### config.mk
export PLATFORM = sky130hd
export DESIGN_NAME = ptc_tick_counter
export DESIGN_NICKNAME = d
export VERILOG_FILES = /design/src/core/ptc_pkg.sv /design/src/core/ptc_presc_if.sv /design/src/core/ptc_prescaler.sv /design/src/core/ptc_tick_counter.sv
export SDC_FILE = /design/constraint.sdc
export NUM_CORES = 1
export LEC_CHECK = 0
export BUFFER_PORTS_ARGS = -buffer_cell sky130_fd_sc_hd__clkbuf_2
export CAP_MARGIN = 0
export CORE_MARGIN = 2
export CORE_UTILIZATION = 50
export DETAILED_ROUTE_END_ITERATION = 8
export PLACE_DENSITY = 0.77
export SLEW_MARGIN = 5
export SYNTH_ARGS = -nofsm -noshare
export SYNTH_HDL_FRONTEND = slang
export SYNTH_SLANG_ARGS = --single-unit
### constraint.sdc
create_clock -name ref_clk_i -period 1.8 [get_ports ref_clk_i]
set_input_delay 0.36 -clock ref_clk_i [delete_from_list [all_inputs] [get_ports ref_clk_i]]
set_output_delay 0.36 -clock ref_clk_i [all_outputs]
set_load 0.005 [all_outputs]
### src/core/ptc_pkg.sv
// shared constants for the periodic tick counter
package ptc_pkg;
  // ==========================================
  // register map (word aligned)
  localparam int ADDR_W = 12;
  localparam logic [11:0] ADDR_STATUS_CONTROL = 12'h000;
  localparam logic [11:0] ADDR_TICK_COUNT = 12'h004;
  localparam logic [11:0] ADDR_COMPARE = 12'h008;

  // ==========================================
  // status/control field positions
  localparam int FLAG_BIT = 7;
  localparam int SRC_MSB = 6;
  localparam int SRC_LSB = 5;
  localparam int IE_BIT = 4;
  localparam int DIV_MSB = 3;
  localparam int DIV_LSB = 0;

  // ==========================================
  // reset values
  localparam logic [7:0] CMP_RST = 8'h00;
  localparam logic [7:0] CNT_RST = 8'h00;
  localparam logic [1:0] SRC_RST = 2'h0;
  localparam logic [3:0] DIV_RST = 4'h0;
  localparam logic [3:0] DIV_OFF = 4'h0;

  // ==========================================
  // source select codes
  localparam logic [1:0] SRC_LOW_POWER = 2'h0;
  localparam logic [1:0] SRC_EXT = 2'h1;
  typedef enum logic [1:0] {PTC_SRC_LOW_POWER, PTC_SRC_EXT, PTC_SRC_INT} ptc_src_t;

  // ==========================================
  // prescaler divide ratios, index = divider select code
  localparam int PS_W = 18;
  localparam logic [PS_W-1:0] RATIO_BIN [16] = '{
    18'h00001, 18'h00008, 18'h00020, 18'h00040, 18'h00080, 18'h00100, 18'h00200, 18'h00400,
    18'h00001, 18'h00002, 18'h00004, 18'h0000A, 18'h00010, 18'h00064, 18'h001F4, 18'h003E8};
  localparam logic [PS_W-1:0] RATIO_DEC [16] = '{
    18'h00001, 18'h00400, 18'h00800, 18'h01000, 18'h02000, 18'h04000, 18'h08000, 18'h10000,
    18'h003E8, 18'h007D0, 18'h01388, 18'h02710, 18'h04E20, 18'h0C350, 18'h186A0, 18'h30D40};
endpackage : ptc_pkg

### src/core/ptc_presc_if.sv
// carrier between the counter core and its prescaler
interface ptc_presc_if;
  logic src_edge;
  logic clear;
  logic freeze;
  logic [3:0] div_sel;
  logic src_bit0;
  logic tick;
  modport ctl (output src_edge, output clear, output freeze, output div_sel,
    output src_bit0, input tick);
  modport psc (input src_edge, input clear, input freeze, input div_sel,
    input src_bit0, output tick);
endinterface : ptc_presc_if

### src/core/ptc_prescaler.sv
// binary/decimal prescaler counting edges of the selected source
module ptc_prescaler (
  input wire logic clk_i,
  input wire logic rst_b_i,
  ptc_presc_if.psc pif
);
  logic [ptc_pkg::PS_W-1:0] ps_cnt_r;
  logic [ptc_pkg::PS_W-1:0] ratio_last;
  logic ps_run;
  logic ps_wrap;

  // ==========================================
  // ratio lookup: divider code and source bit 0 pick the table
  always_comb begin
    if (pif.src_bit0) begin
      ratio_last = ptc_pkg::RATIO_DEC[pif.div_sel] - 18'h00001;
    end else begin
      ratio_last = ptc_pkg::RATIO_BIN[pif.div_sel] - 18'h00001;
    end
  end

  // off at code zero, frozen while the debugger holds the core
  assign ps_run = (pif.div_sel != ptc_pkg::DIV_OFF) && !pif.freeze;
  assign ps_wrap = ps_run && pif.src_edge && (ps_cnt_r >= ratio_last);
  assign pif.tick = ps_wrap && !pif.clear;

  // edge counter; >= guards against a ratio lowered mid-count
  always_ff @(posedge clk_i or negedge rst_b_i) begin
    if (!rst_b_i) begin
      ps_cnt_r <= '0;
    end else if (pif.clear) begin
      ps_cnt_r <= '0;
    end else if (ps_run && pif.src_edge) begin
      ps_cnt_r <= ps_wrap ? '0 : ps_cnt_r + 18'h00001;
    end
  end

  a_presc_off_idle: assert property (@(posedge clk_i) disable iff (!rst_b_i)
    (pif.div_sel == ptc_pkg::DIV_OFF) |-> (!pif.tick ##1 $stable(ps_cnt_r)))
    else $error("prescaler moved while off");
  a_presc_frozen: assert property (@(posedge clk_i) disable iff (!rst_b_i)
    pif.freeze |-> !pif.tick)
    else $error("prescaler ticked while frozen");
endmodule : ptc_prescaler

### src/core/ptc_tick_counter.sv
// periodic tick counter: apb registers, source select, 8-bit compare counter
// Operation
// - 8-bit up-counter, 8-bit compare, source selector, binary/decimal prescaler
// - compare register is read/write and takes any value 0x00 to 0xFF
// - counter steps once per prescaler tick, returns to zero after compare value
// - match flag sets on the step from compare value back to zero
// - compare of zero sets the flag on every prescaler tick
// - any compare write clears prescaler and counter
// - reset: counter zero and stopped, compare zero, prescaler off, low-power source
// - prescaler off while divider select is zero, runs once non-zero
// - source code 00 low-power, 01 external, 1x internal reference
// - writing a different source code clears prescaler and counter
// - writing a different divider code clears prescaler and counter
// - divide ratio picked by divider code together with source bit 0
// - interrupt request asserted while flag and enable are both set
// - writing one to the flag bit clears flag and request, except when a wrap sets the flag in the same cycle
// - ratio tables for source bit 0 low and high
// - counter register read-only; writing zero to flag bit does nothing
// - debug halt freezes counting; resumes from held value
//
// The placing of the registers and the APB slave port were left to the implementer.
module ptc_tick_counter (
  input wire logic ref_clk_i,
  input wire logic rst_b_i,
  input wire logic [ptc_pkg::ADDR_W-1:0] paddr_i,
  input wire logic psel_i,
  input wire logic penable_i,
  input wire logic pwrite_i,
  input wire logic [31:0] pwdata_i,
  input wire logic [3:0] pstrb_i,
  output logic [31:0] prdata_o,
  output logic pready_o,
  output logic pslverr_o,
  input wire logic low_power_osc_clock_i,
  input wire logic external_ref_clock_i,
  input wire logic internal_ref_clock_i,
  input wire logic debug_halt_i,
  output logic irq_o
);
  // ==========================================
  // reset release
  logic [1:0] rst_sync_r;
  logic rst_b;

  // assert at once, release two edges later to keep recovery clean
  always_ff @(posedge ref_clk_i or negedge rst_b_i) begin
    if (!rst_b_i) begin
      rst_sync_r <= 2'b00;
    end else begin
      rst_sync_r <= {rst_sync_r[0], 1'b1};
    end
  end
  assign rst_b = rst_sync_r[1];

  // ==========================================
  // source clock sampling
  logic [2:0] src_meta_r;
  logic [2:0] src_sync_r;
  logic [2:0] src_prev_r;
  logic [2:0] src_raw;
  logic [2:0] src_rise;

  assign src_raw = {internal_ref_clock_i, external_ref_clock_i, low_power_osc_clock_i};

  // two flops per source, then an edge stage; sources must be well below ref_clk/2
  genvar gi;
  generate
    for (gi = 0; gi < 3; gi++) begin : g_src_sync
      always_ff @(posedge ref_clk_i or negedge rst_b) begin
        if (!rst_b) begin
          src_meta_r[gi] <= 1'b0;
          src_sync_r[gi] <= 1'b0;
          src_prev_r[gi] <= 1'b0;
        end else begin
          src_meta_r[gi] <= src_raw[gi];
          src_sync_r[gi] <= src_meta_r[gi];
          src_prev_r[gi] <= src_sync_r[gi];
        end
      end
      assign src_rise[gi] = src_sync_r[gi] && !src_prev_r[gi];
    end
  endgenerate

  // ==========================================
  // configuration and state registers
  logic [1:0] src_sel_r;
  logic [3:0] div_sel_r;
  logic irq_en_r;
  logic [7:0] cmp_r;
  logic [7:0] cnt_r;
  logic flag_r;
  logic [31:0] prdata_r;
  logic slverr_r;

  // ==========================================
  // apb decode
  logic apb_setup;
  logic apb_access;
  logic wr_en;
  logic sc_wr;
  logic cmp_wr;
  logic src_chg;
  logic div_chg;
  logic clear_all;
  logic [1:0] src_nxt;
  logic [3:0] div_nxt;

  // one word per register, only lane 0 carries data
  function automatic logic addr_hit(input logic [ptc_pkg::ADDR_W-1:0] a);
    return (a == ptc_pkg::ADDR_STATUS_CONTROL) || (a == ptc_pkg::ADDR_TICK_COUNT)
      || (a == ptc_pkg::ADDR_COMPARE);
  endfunction : addr_hit

  assign apb_setup = psel_i && !penable_i;
  assign apb_access = psel_i && penable_i;
  assign pready_o = 1'b1; // data was staged during setup, so no wait states
  assign wr_en = apb_access && pwrite_i && pstrb_i[0] && addr_hit(paddr_i);
  assign sc_wr = wr_en && (paddr_i == ptc_pkg::ADDR_STATUS_CONTROL);
  assign cmp_wr = wr_en && (paddr_i == ptc_pkg::ADDR_COMPARE);
  assign src_nxt = pwdata_i[ptc_pkg::SRC_MSB:ptc_pkg::SRC_LSB];
  assign div_nxt = pwdata_i[ptc_pkg::DIV_MSB:ptc_pkg::DIV_LSB];
  assign src_chg = sc_wr && (src_nxt != src_sel_r);
  assign div_chg = sc_wr && (div_nxt != div_sel_r);
  assign clear_all = cmp_wr || src_chg || div_chg;

  // configuration fields, all cleared by reset
  always_ff @(posedge ref_clk_i or negedge rst_b) begin
    if (!rst_b) begin
      src_sel_r <= ptc_pkg::SRC_RST;
      div_sel_r <= ptc_pkg::DIV_RST;
      irq_en_r <= 1'b0;
    end else if (sc_wr) begin
      src_sel_r <= src_nxt;
      div_sel_r <= div_nxt;
      irq_en_r <= pwdata_i[ptc_pkg::IE_BIT];
    end
  end

  // compare register, full 8-bit range
  always_ff @(posedge ref_clk_i or negedge rst_b) begin
    if (!rst_b) begin
      cmp_r <= ptc_pkg::CMP_RST;
    end else if (cmp_wr) begin
      cmp_r <= pwdata_i[7:0];
    end
  end

  // ==========================================
  // source selection
  ptc_pkg::ptc_src_t src_kind;
  logic src_edge;

  // codes 10 and 11 both land on the internal reference
  always_comb begin
    if (src_sel_r == ptc_pkg::SRC_LOW_POWER) begin
      src_kind = ptc_pkg::PTC_SRC_LOW_POWER;
    end else if (src_sel_r == ptc_pkg::SRC_EXT) begin
      src_kind = ptc_pkg::PTC_SRC_EXT;
    end else begin
      src_kind = ptc_pkg::PTC_SRC_INT;
    end
  end

  always_comb begin
    case (src_kind)
      ptc_pkg::PTC_SRC_LOW_POWER: src_edge = src_rise[0];
      ptc_pkg::PTC_SRC_EXT: src_edge = src_rise[1];
      default: src_edge = src_rise[2];
    endcase
  end

  // ==========================================
  // prescaler
  ptc_presc_if pif ();

  assign pif.src_edge = src_edge;
  assign pif.clear = clear_all;
  assign pif.freeze = debug_halt_i;
  assign pif.div_sel = div_sel_r;
  assign pif.src_bit0 = src_sel_r[0];

  ptc_prescaler u_presc (
    .clk_i(ref_clk_i),
    .rst_b_i(rst_b),
    .pif(pif)
  );

  // ==========================================
  // main counter and match flag
  logic at_cmp;
  logic wrap;

  assign at_cmp = (cnt_r == cmp_r);
  assign wrap = pif.tick && at_cmp;

  // holds between ticks; clears win over a coincident tick
  always_ff @(posedge ref_clk_i or negedge rst_b) begin
    if (!rst_b) begin
      cnt_r <= ptc_pkg::CNT_RST;
    end else if (clear_all) begin
      cnt_r <= ptc_pkg::CNT_RST;
    end else if (pif.tick) begin
      cnt_r <= at_cmp ? ptc_pkg::CNT_RST : cnt_r + 8'h01;
    end
  end

  // a wrap in the clearing cycle wins, so no event is lost
  always_ff @(posedge ref_clk_i or negedge rst_b) begin
    if (!rst_b) begin
      flag_r <= 1'b0;
    end else if (wrap) begin
      flag_r <= 1'b1;
    end else if (sc_wr && pwdata_i[ptc_pkg::FLAG_BIT]) begin
      flag_r <= 1'b0;
    end
  end

  assign irq_o = flag_r && irq_en_r;

  // ==========================================
  // read path, staged in the setup phase
  always_ff @(posedge ref_clk_i or negedge rst_b) begin
    if (!rst_b) begin
      prdata_r <= 32'h0000_0000;
      slverr_r <= 1'b0;
    end else if (apb_setup) begin
      slverr_r <= !addr_hit(paddr_i);
      if (paddr_i == ptc_pkg::ADDR_STATUS_CONTROL) begin
        prdata_r <= {24'h000000, flag_r, src_sel_r, irq_en_r, div_sel_r};
      end else if (paddr_i == ptc_pkg::ADDR_TICK_COUNT) begin
        prdata_r <= {24'h000000, cnt_r};
      end else if (paddr_i == ptc_pkg::ADDR_COMPARE) begin
        prdata_r <= {24'h000000, cmp_r};
      end else begin
        prdata_r <= 32'h0000_0000;
      end
    end
  end

  assign prdata_o = prdata_r;
  assign pslverr_o = slverr_r && apb_access;

  // ==========================================
  // checks
  a_wrap_to_zero: assert property (@(posedge ref_clk_i) disable iff (!rst_b)
    (pif.tick && at_cmp && !clear_all) |=> (cnt_r == 8'h00))
    else $error("counter did not return to zero at compare");
  a_count_step: assert property (@(posedge ref_clk_i) disable iff (!rst_b)
    (pif.tick && !at_cmp && !clear_all) |=> (cnt_r == $past(cnt_r) + 8'h01))
    else $error("counter did not advance by one");
  a_flag_on_wrap: assert property (@(posedge ref_clk_i) disable iff (!rst_b)
    (pif.tick && at_cmp && !clear_all) |=> flag_r)
    else $error("flag missing after wrap");
  a_flag_no_hold: assert property (@(posedge ref_clk_i) disable iff (!rst_b)
    (!flag_r && !pif.tick) |=> !flag_r)
    else $error("flag set without a wrap");
  a_zero_cmp_flag: assert property (@(posedge ref_clk_i) disable iff (!rst_b)
    (cmp_r == 8'h00 && pif.tick && !clear_all) |=> (flag_r && cnt_r == 8'h00))
    else $error("zero compare did not flag every tick");
  a_cmp_wr_clear: assert property (@(posedge ref_clk_i) disable iff (!rst_b)
    cmp_wr |=> (cnt_r == 8'h00 && cmp_r == $past(pwdata_i[7:0]))
  ) else $error("compare write did not clear the counter");
  a_src_chg_clear: assert property (@(posedge ref_clk_i) disable iff (!rst_b)
    src_chg |=> (cnt_r == 8'h00))
    else $error("source change did not clear the counter");
  a_div_chg_clear: assert property (@(posedge ref_clk_i) disable iff (!rst_b)
    div_chg |=> (cnt_r == 8'h00))
    else $error("divider change did not clear the counter");
  a_irq_follows: assert property (@(posedge ref_clk_i) disable iff (!rst_b)
    (wrap && irq_en_r && !sc_wr) |=> irq_o)
    else $error("interrupt not raised on flagged wrap");
  a_flag_w1c: assert property (@(posedge ref_clk_i) disable iff (!rst_b)
    (sc_wr && pwdata_i[ptc_pkg::FLAG_BIT] && !wrap) |=> (!flag_r && !irq_o))
    else $error("write one did not clear flag");
  a_flag_w0_keep: assert property (@(posedge ref_clk_i) disable iff (!rst_b)
    (flag_r && !(sc_wr && pwdata_i[ptc_pkg::FLAG_BIT])) |=> flag_r)
    else $error("flag lost without a write one");
  a_hold_no_tick: assert property (@(posedge ref_clk_i) disable iff (!rst_b)
    (!pif.tick && !clear_all) |=> $stable(cnt_r))
    else $error("counter moved without a tick");
  a_halt_freeze: assert property (@(posedge ref_clk_i) disable iff (!rst_b)
    (debug_halt_i && !clear_all) [*2] |-> $stable(cnt_r))
    else $error("counter moved during debug halt");
  a_div_off_stop: assert property (@(posedge ref_clk_i) disable iff (!rst_b)
    (div_sel_r == ptc_pkg::DIV_OFF && !clear_all) |=> $stable(cnt_r))
    else $error("counter moved with the prescaler off");
  a_cmp_hold: assert property (@(posedge ref_clk_i) disable iff (!rst_b)
    !cmp_wr |=> $stable(cmp_r))
    else $error("compare value changed without a write");

  // ==========================================
  // scenario covers
  c_wrap_seen: cover property (@(posedge ref_clk_i) disable iff (!rst_b)
    wrap && cmp_r != 8'h00);
  c_zero_cmp: cover property (@(posedge ref_clk_i) disable iff (!rst_b)
    wrap && cmp_r == 8'h00);
  c_irq_raised: cover property (@(posedge ref_clk_i) disable iff (!rst_b)
    !irq_o ##1 irq_o);
  c_src_change: cover property (@(posedge ref_clk_i) disable iff (!rst_b)
    src_chg && cnt_r != 8'h00);
  c_halt_resume: cover property (@(posedge ref_clk_i) disable iff (!rst_b)
    debug_halt_i ##1 !debug_halt_i);
endmodule : ptc_tick_counter

==> metrics.txt <==
Syn Area/Cell 8.91 µm²; YS warnings 0; Placer Congestion 0.970; 1st-pass router iterations 5; RR Endpoint u_presc.ps_cnt_r[14]; Worst setup SP type register; clk sinks between 60 and 70; min Tclk post-route approximately 4.2 ns; met2 global-route usage 0.426; number of global-route vias before repair between 4000 and 5000; worst hold slack ~0.12 ns; worst reg2reg path startpoint div_sel_r[0]; Clock Latency Late Sink roughly 0.34 ns; Crit. End Element register; nets approximately 740; root buf cell clkbuf_8; worst endpoint required time between 2 and 2.5 ns; XOR/XNOR Fraction of Synth Area 0.0688; initial core utilization 0.514; Leakage Power between 2 and 3 nW; CTS max path bufs 2; Die X 98.4 µm; final hold violations 0; sequential share of the synthesized area 0.348; failing checks negative setup slack; first-pass GRT wire length between 20000 and 25000 µm; Post-synth EDFFs 0; I/O Pins 92; final worst path period share 2.32; largest family of logic cells by synthesized area simple AND/OR/NAND/NOR gates; die footprint between 9000 and 10000 µm²; Final Skew between 0.01 and 0.015 ns; total number of vias ~4300; DRC errors left 0; antenna diode count 0; Die Y ~98 µm; Synth async-reset ratio 1.00; RSZ-0062 raised after global routing yes; Post-synth top flop dfrtp_1; reg2reg path depth 16; grt ovf 0; met1 usage 0.339; mean number of vias per cell 5.63; Post-Route WL around 12000 µm; met3 usage 0.0475; Synth Area in Compound Gates 0.166; fmax roughly 240 MHz; Min-Delay Path Depth 1; hold_sp internal_ref_clock_i; mux cell area share after synthesis 0.0371; Place WS -2.48 ns; num rows 34; Synth Area in Adders 0.0786; Tot GR Track Use 0.256; Avg WL per Cell 16.1 µm; total core area 8680 µm²; largest net degree at the start of global routing 41; busiest layer in global routing met2; Pwr per Cell Area a little under 600 nW/µm²; CTS Buf Count 9; type of the worst setup path reg -> reg; worst vdd ir between 0.0004 and 0.0005 V; fraction of layout cells with a size suffix above 1 0.366; Port Buf Inserts 39; Post-Synth Simple-Gate Area 0.223; Critical Path AT about 4.4 ns; antenna violations before repair 0; total of max-cap violations 0; Post-DP HPWL between 9000 and 10000 µm; drt first-iter violations 264; post-layout util 0.687; Routed Antenna Nets 0; max-slew headroom at the worst pin 0.576; Synth Cell Area ~4500 µm²; Slew @ Worst Pin around 0.64 ns; CTS tree yes; Final Setup Violations 27; fin. max-slew vios 0; Seq cells post-synth slightly above 60; Max FO, Critical Path 7; CTS clock-pin slew for the worst setup and hold paths around 0.08 ns; setup slack after layout -2.37 ns; Worst Hold Class in -> reg; Yosys cell types 60; outcome finished, violations left; WHS Endpoint src_meta_r[2]; r2r setup slk -2.37 ns; Clock H-tree levels 3; area grow syn2layout 33.8%; Cells after Synth 500
[power by group]
part           switching [mW]  internal [mW]  total, mW  leakage (nW)
Combinational           0.341          0.311      0.652          2.02
Sequential             0.0778           1.48       1.56         0.777
Clock                   0.605          0.652       1.26         0.101
[sequential cells by signal, indices dropped and copies added, names as in the netlist]
| name | count |
|---|---|
| src_prev_r | 3 |
| src_sync_r | 3 |
| prdata_o | 8 |
| div_sel_r | 4 |
| rst_sync_r | 2 |
| src_sel_r | 2 |
| flag_r | 1 |
| irq_en_r | 1 |
| u_presc.ps_cnt_r | 18 |
| slverr_r | 1 |
| cmp_r | 8 |
| cnt_r | 8 |
| src_meta_r | 3 |
[cell families after synthesis]
group | after synthesis
compound gates | 112
xor+xnor | 35
fa+ha+maj | 28
buf+inv | 61
flops | 62
mux | 15
other cells | 2
simple gates | 185
[stage by stage]
step	cell area, µm²	power [mW]	TNS, ns	cells
2_1_floorplan	4700	1.95	-60.18	524
3_3_place_gp	5600	2.16	-59.91	743
3_5_place_dp	5600	2.19	-63.56	743
4_1_cts	5880	3.46	-62.03	762
5_1_grt	5960	3.63	-65.96	764
6_report	5960	3.47	-61.64	764
[Yosys cell counts (all sizes together) (13+ instances only)]
master | count | area (µm²)
a21oi | 31 | 155
buf | 34 | 239
clkbuf | 13 | 48.8
dfrtp | 62 | 1550
ha | 28 | 350
inv | 14 | 52.6
nand2 | 44 | 165
nand3 | 17 | 85.1
nand4 | 14 | 93.8
nor2 | 33 | 124
o21ai | 25 | 125
xnor2 | 17 | 149
xor2 | 18 | 158
[routing by layer]
metal	vias up	part of all wire
li1	2058	-
met1	2027	0.42
met2	187	0.49
met3	27	0.071
met4	0	0.021
met5	-	0
[worst max path at each step]
stage	slack (ns)	end	startpoint
floorplan	-2.31	cnt_r[2]	div_sel_r[0]
global placement	-2.32	cnt_r[5]	div_sel_r[1]
detailed placement	-2.48	cnt_r[6]	div_sel_r[1]
CTS	-2.37	u_presc.ps_cnt_r[5]	div_sel_r[0]
global route	-2.53	u_presc.ps_cnt_r[6]	div_sel_r[0]
finish	-2.37	u_presc.ps_cnt_r[14]	div_sel_r[0]
[final cells by class]
cell class	count	area, µm²
multi-input cells	401	2860
fillers	641	2720
flip-flops and latches	62	1550
repair buffers	163	1150
well taps	108	135
clock buffers	10	128
clock inverters	6	70.1
inverters	14	60.1
[worst max-delay path, cell delays in order (launching register included)]
cell and delay (ns):
dfrtp_1 0.44, inv_6 0.07, ha_4 0.16, or3_4 0.37
a32o_2 0.30, and2_4 0.17, or3_4 0.42, buf_6 0.15
nor2_2 0.12, xor2_1 0.08, ha_1 0.30, nand4_1 0.11
or4_4 0.57, a211oi_4 0.32, or3_4 0.21, buf_2 0.21
nor2_1 0.06
[cell usage in the layout (no fill, tap or decap), types with 9 or more instances in the layout]
master / synthesis / layout
a31oi_1: 9 / 9
nand2b_1: 9 / 9
inv_1: 12 / 10
nand4_1: 13 / 13
nand3_1: 17 / 16
o21ai_1: 6 / 12
nand2_1: 44 / 44
clkbuf_2: 0 / 39
a21oi_1: 31 / 22
xor2_1: 18 / 18
clkbuf_8: 0 / 9
buf_4: 25 / 117
conb_1: 2 / 26
ha_1: 28 / 26
dfrtp_1: 62 / 60
nor2_1: 33 / 28
mux2_2: 11 / 11
o21ai_0: 19 / 12
xnor2_1: 17 / 17
a21oi_2: 0 / 9
[what timing repair did]
action / in CTS / in global routing
pin swaps: 12 / 13
cloned: 0 / 2
resized for setup: 12 / 19
setup buffers: 2 / 0
endpoints found under the hold margin: 2 / 0
setup endpoints to repair: 27 / 27
hold buffers: 1 / 0
Note: power is estimated with default switching activity, not from simulation.
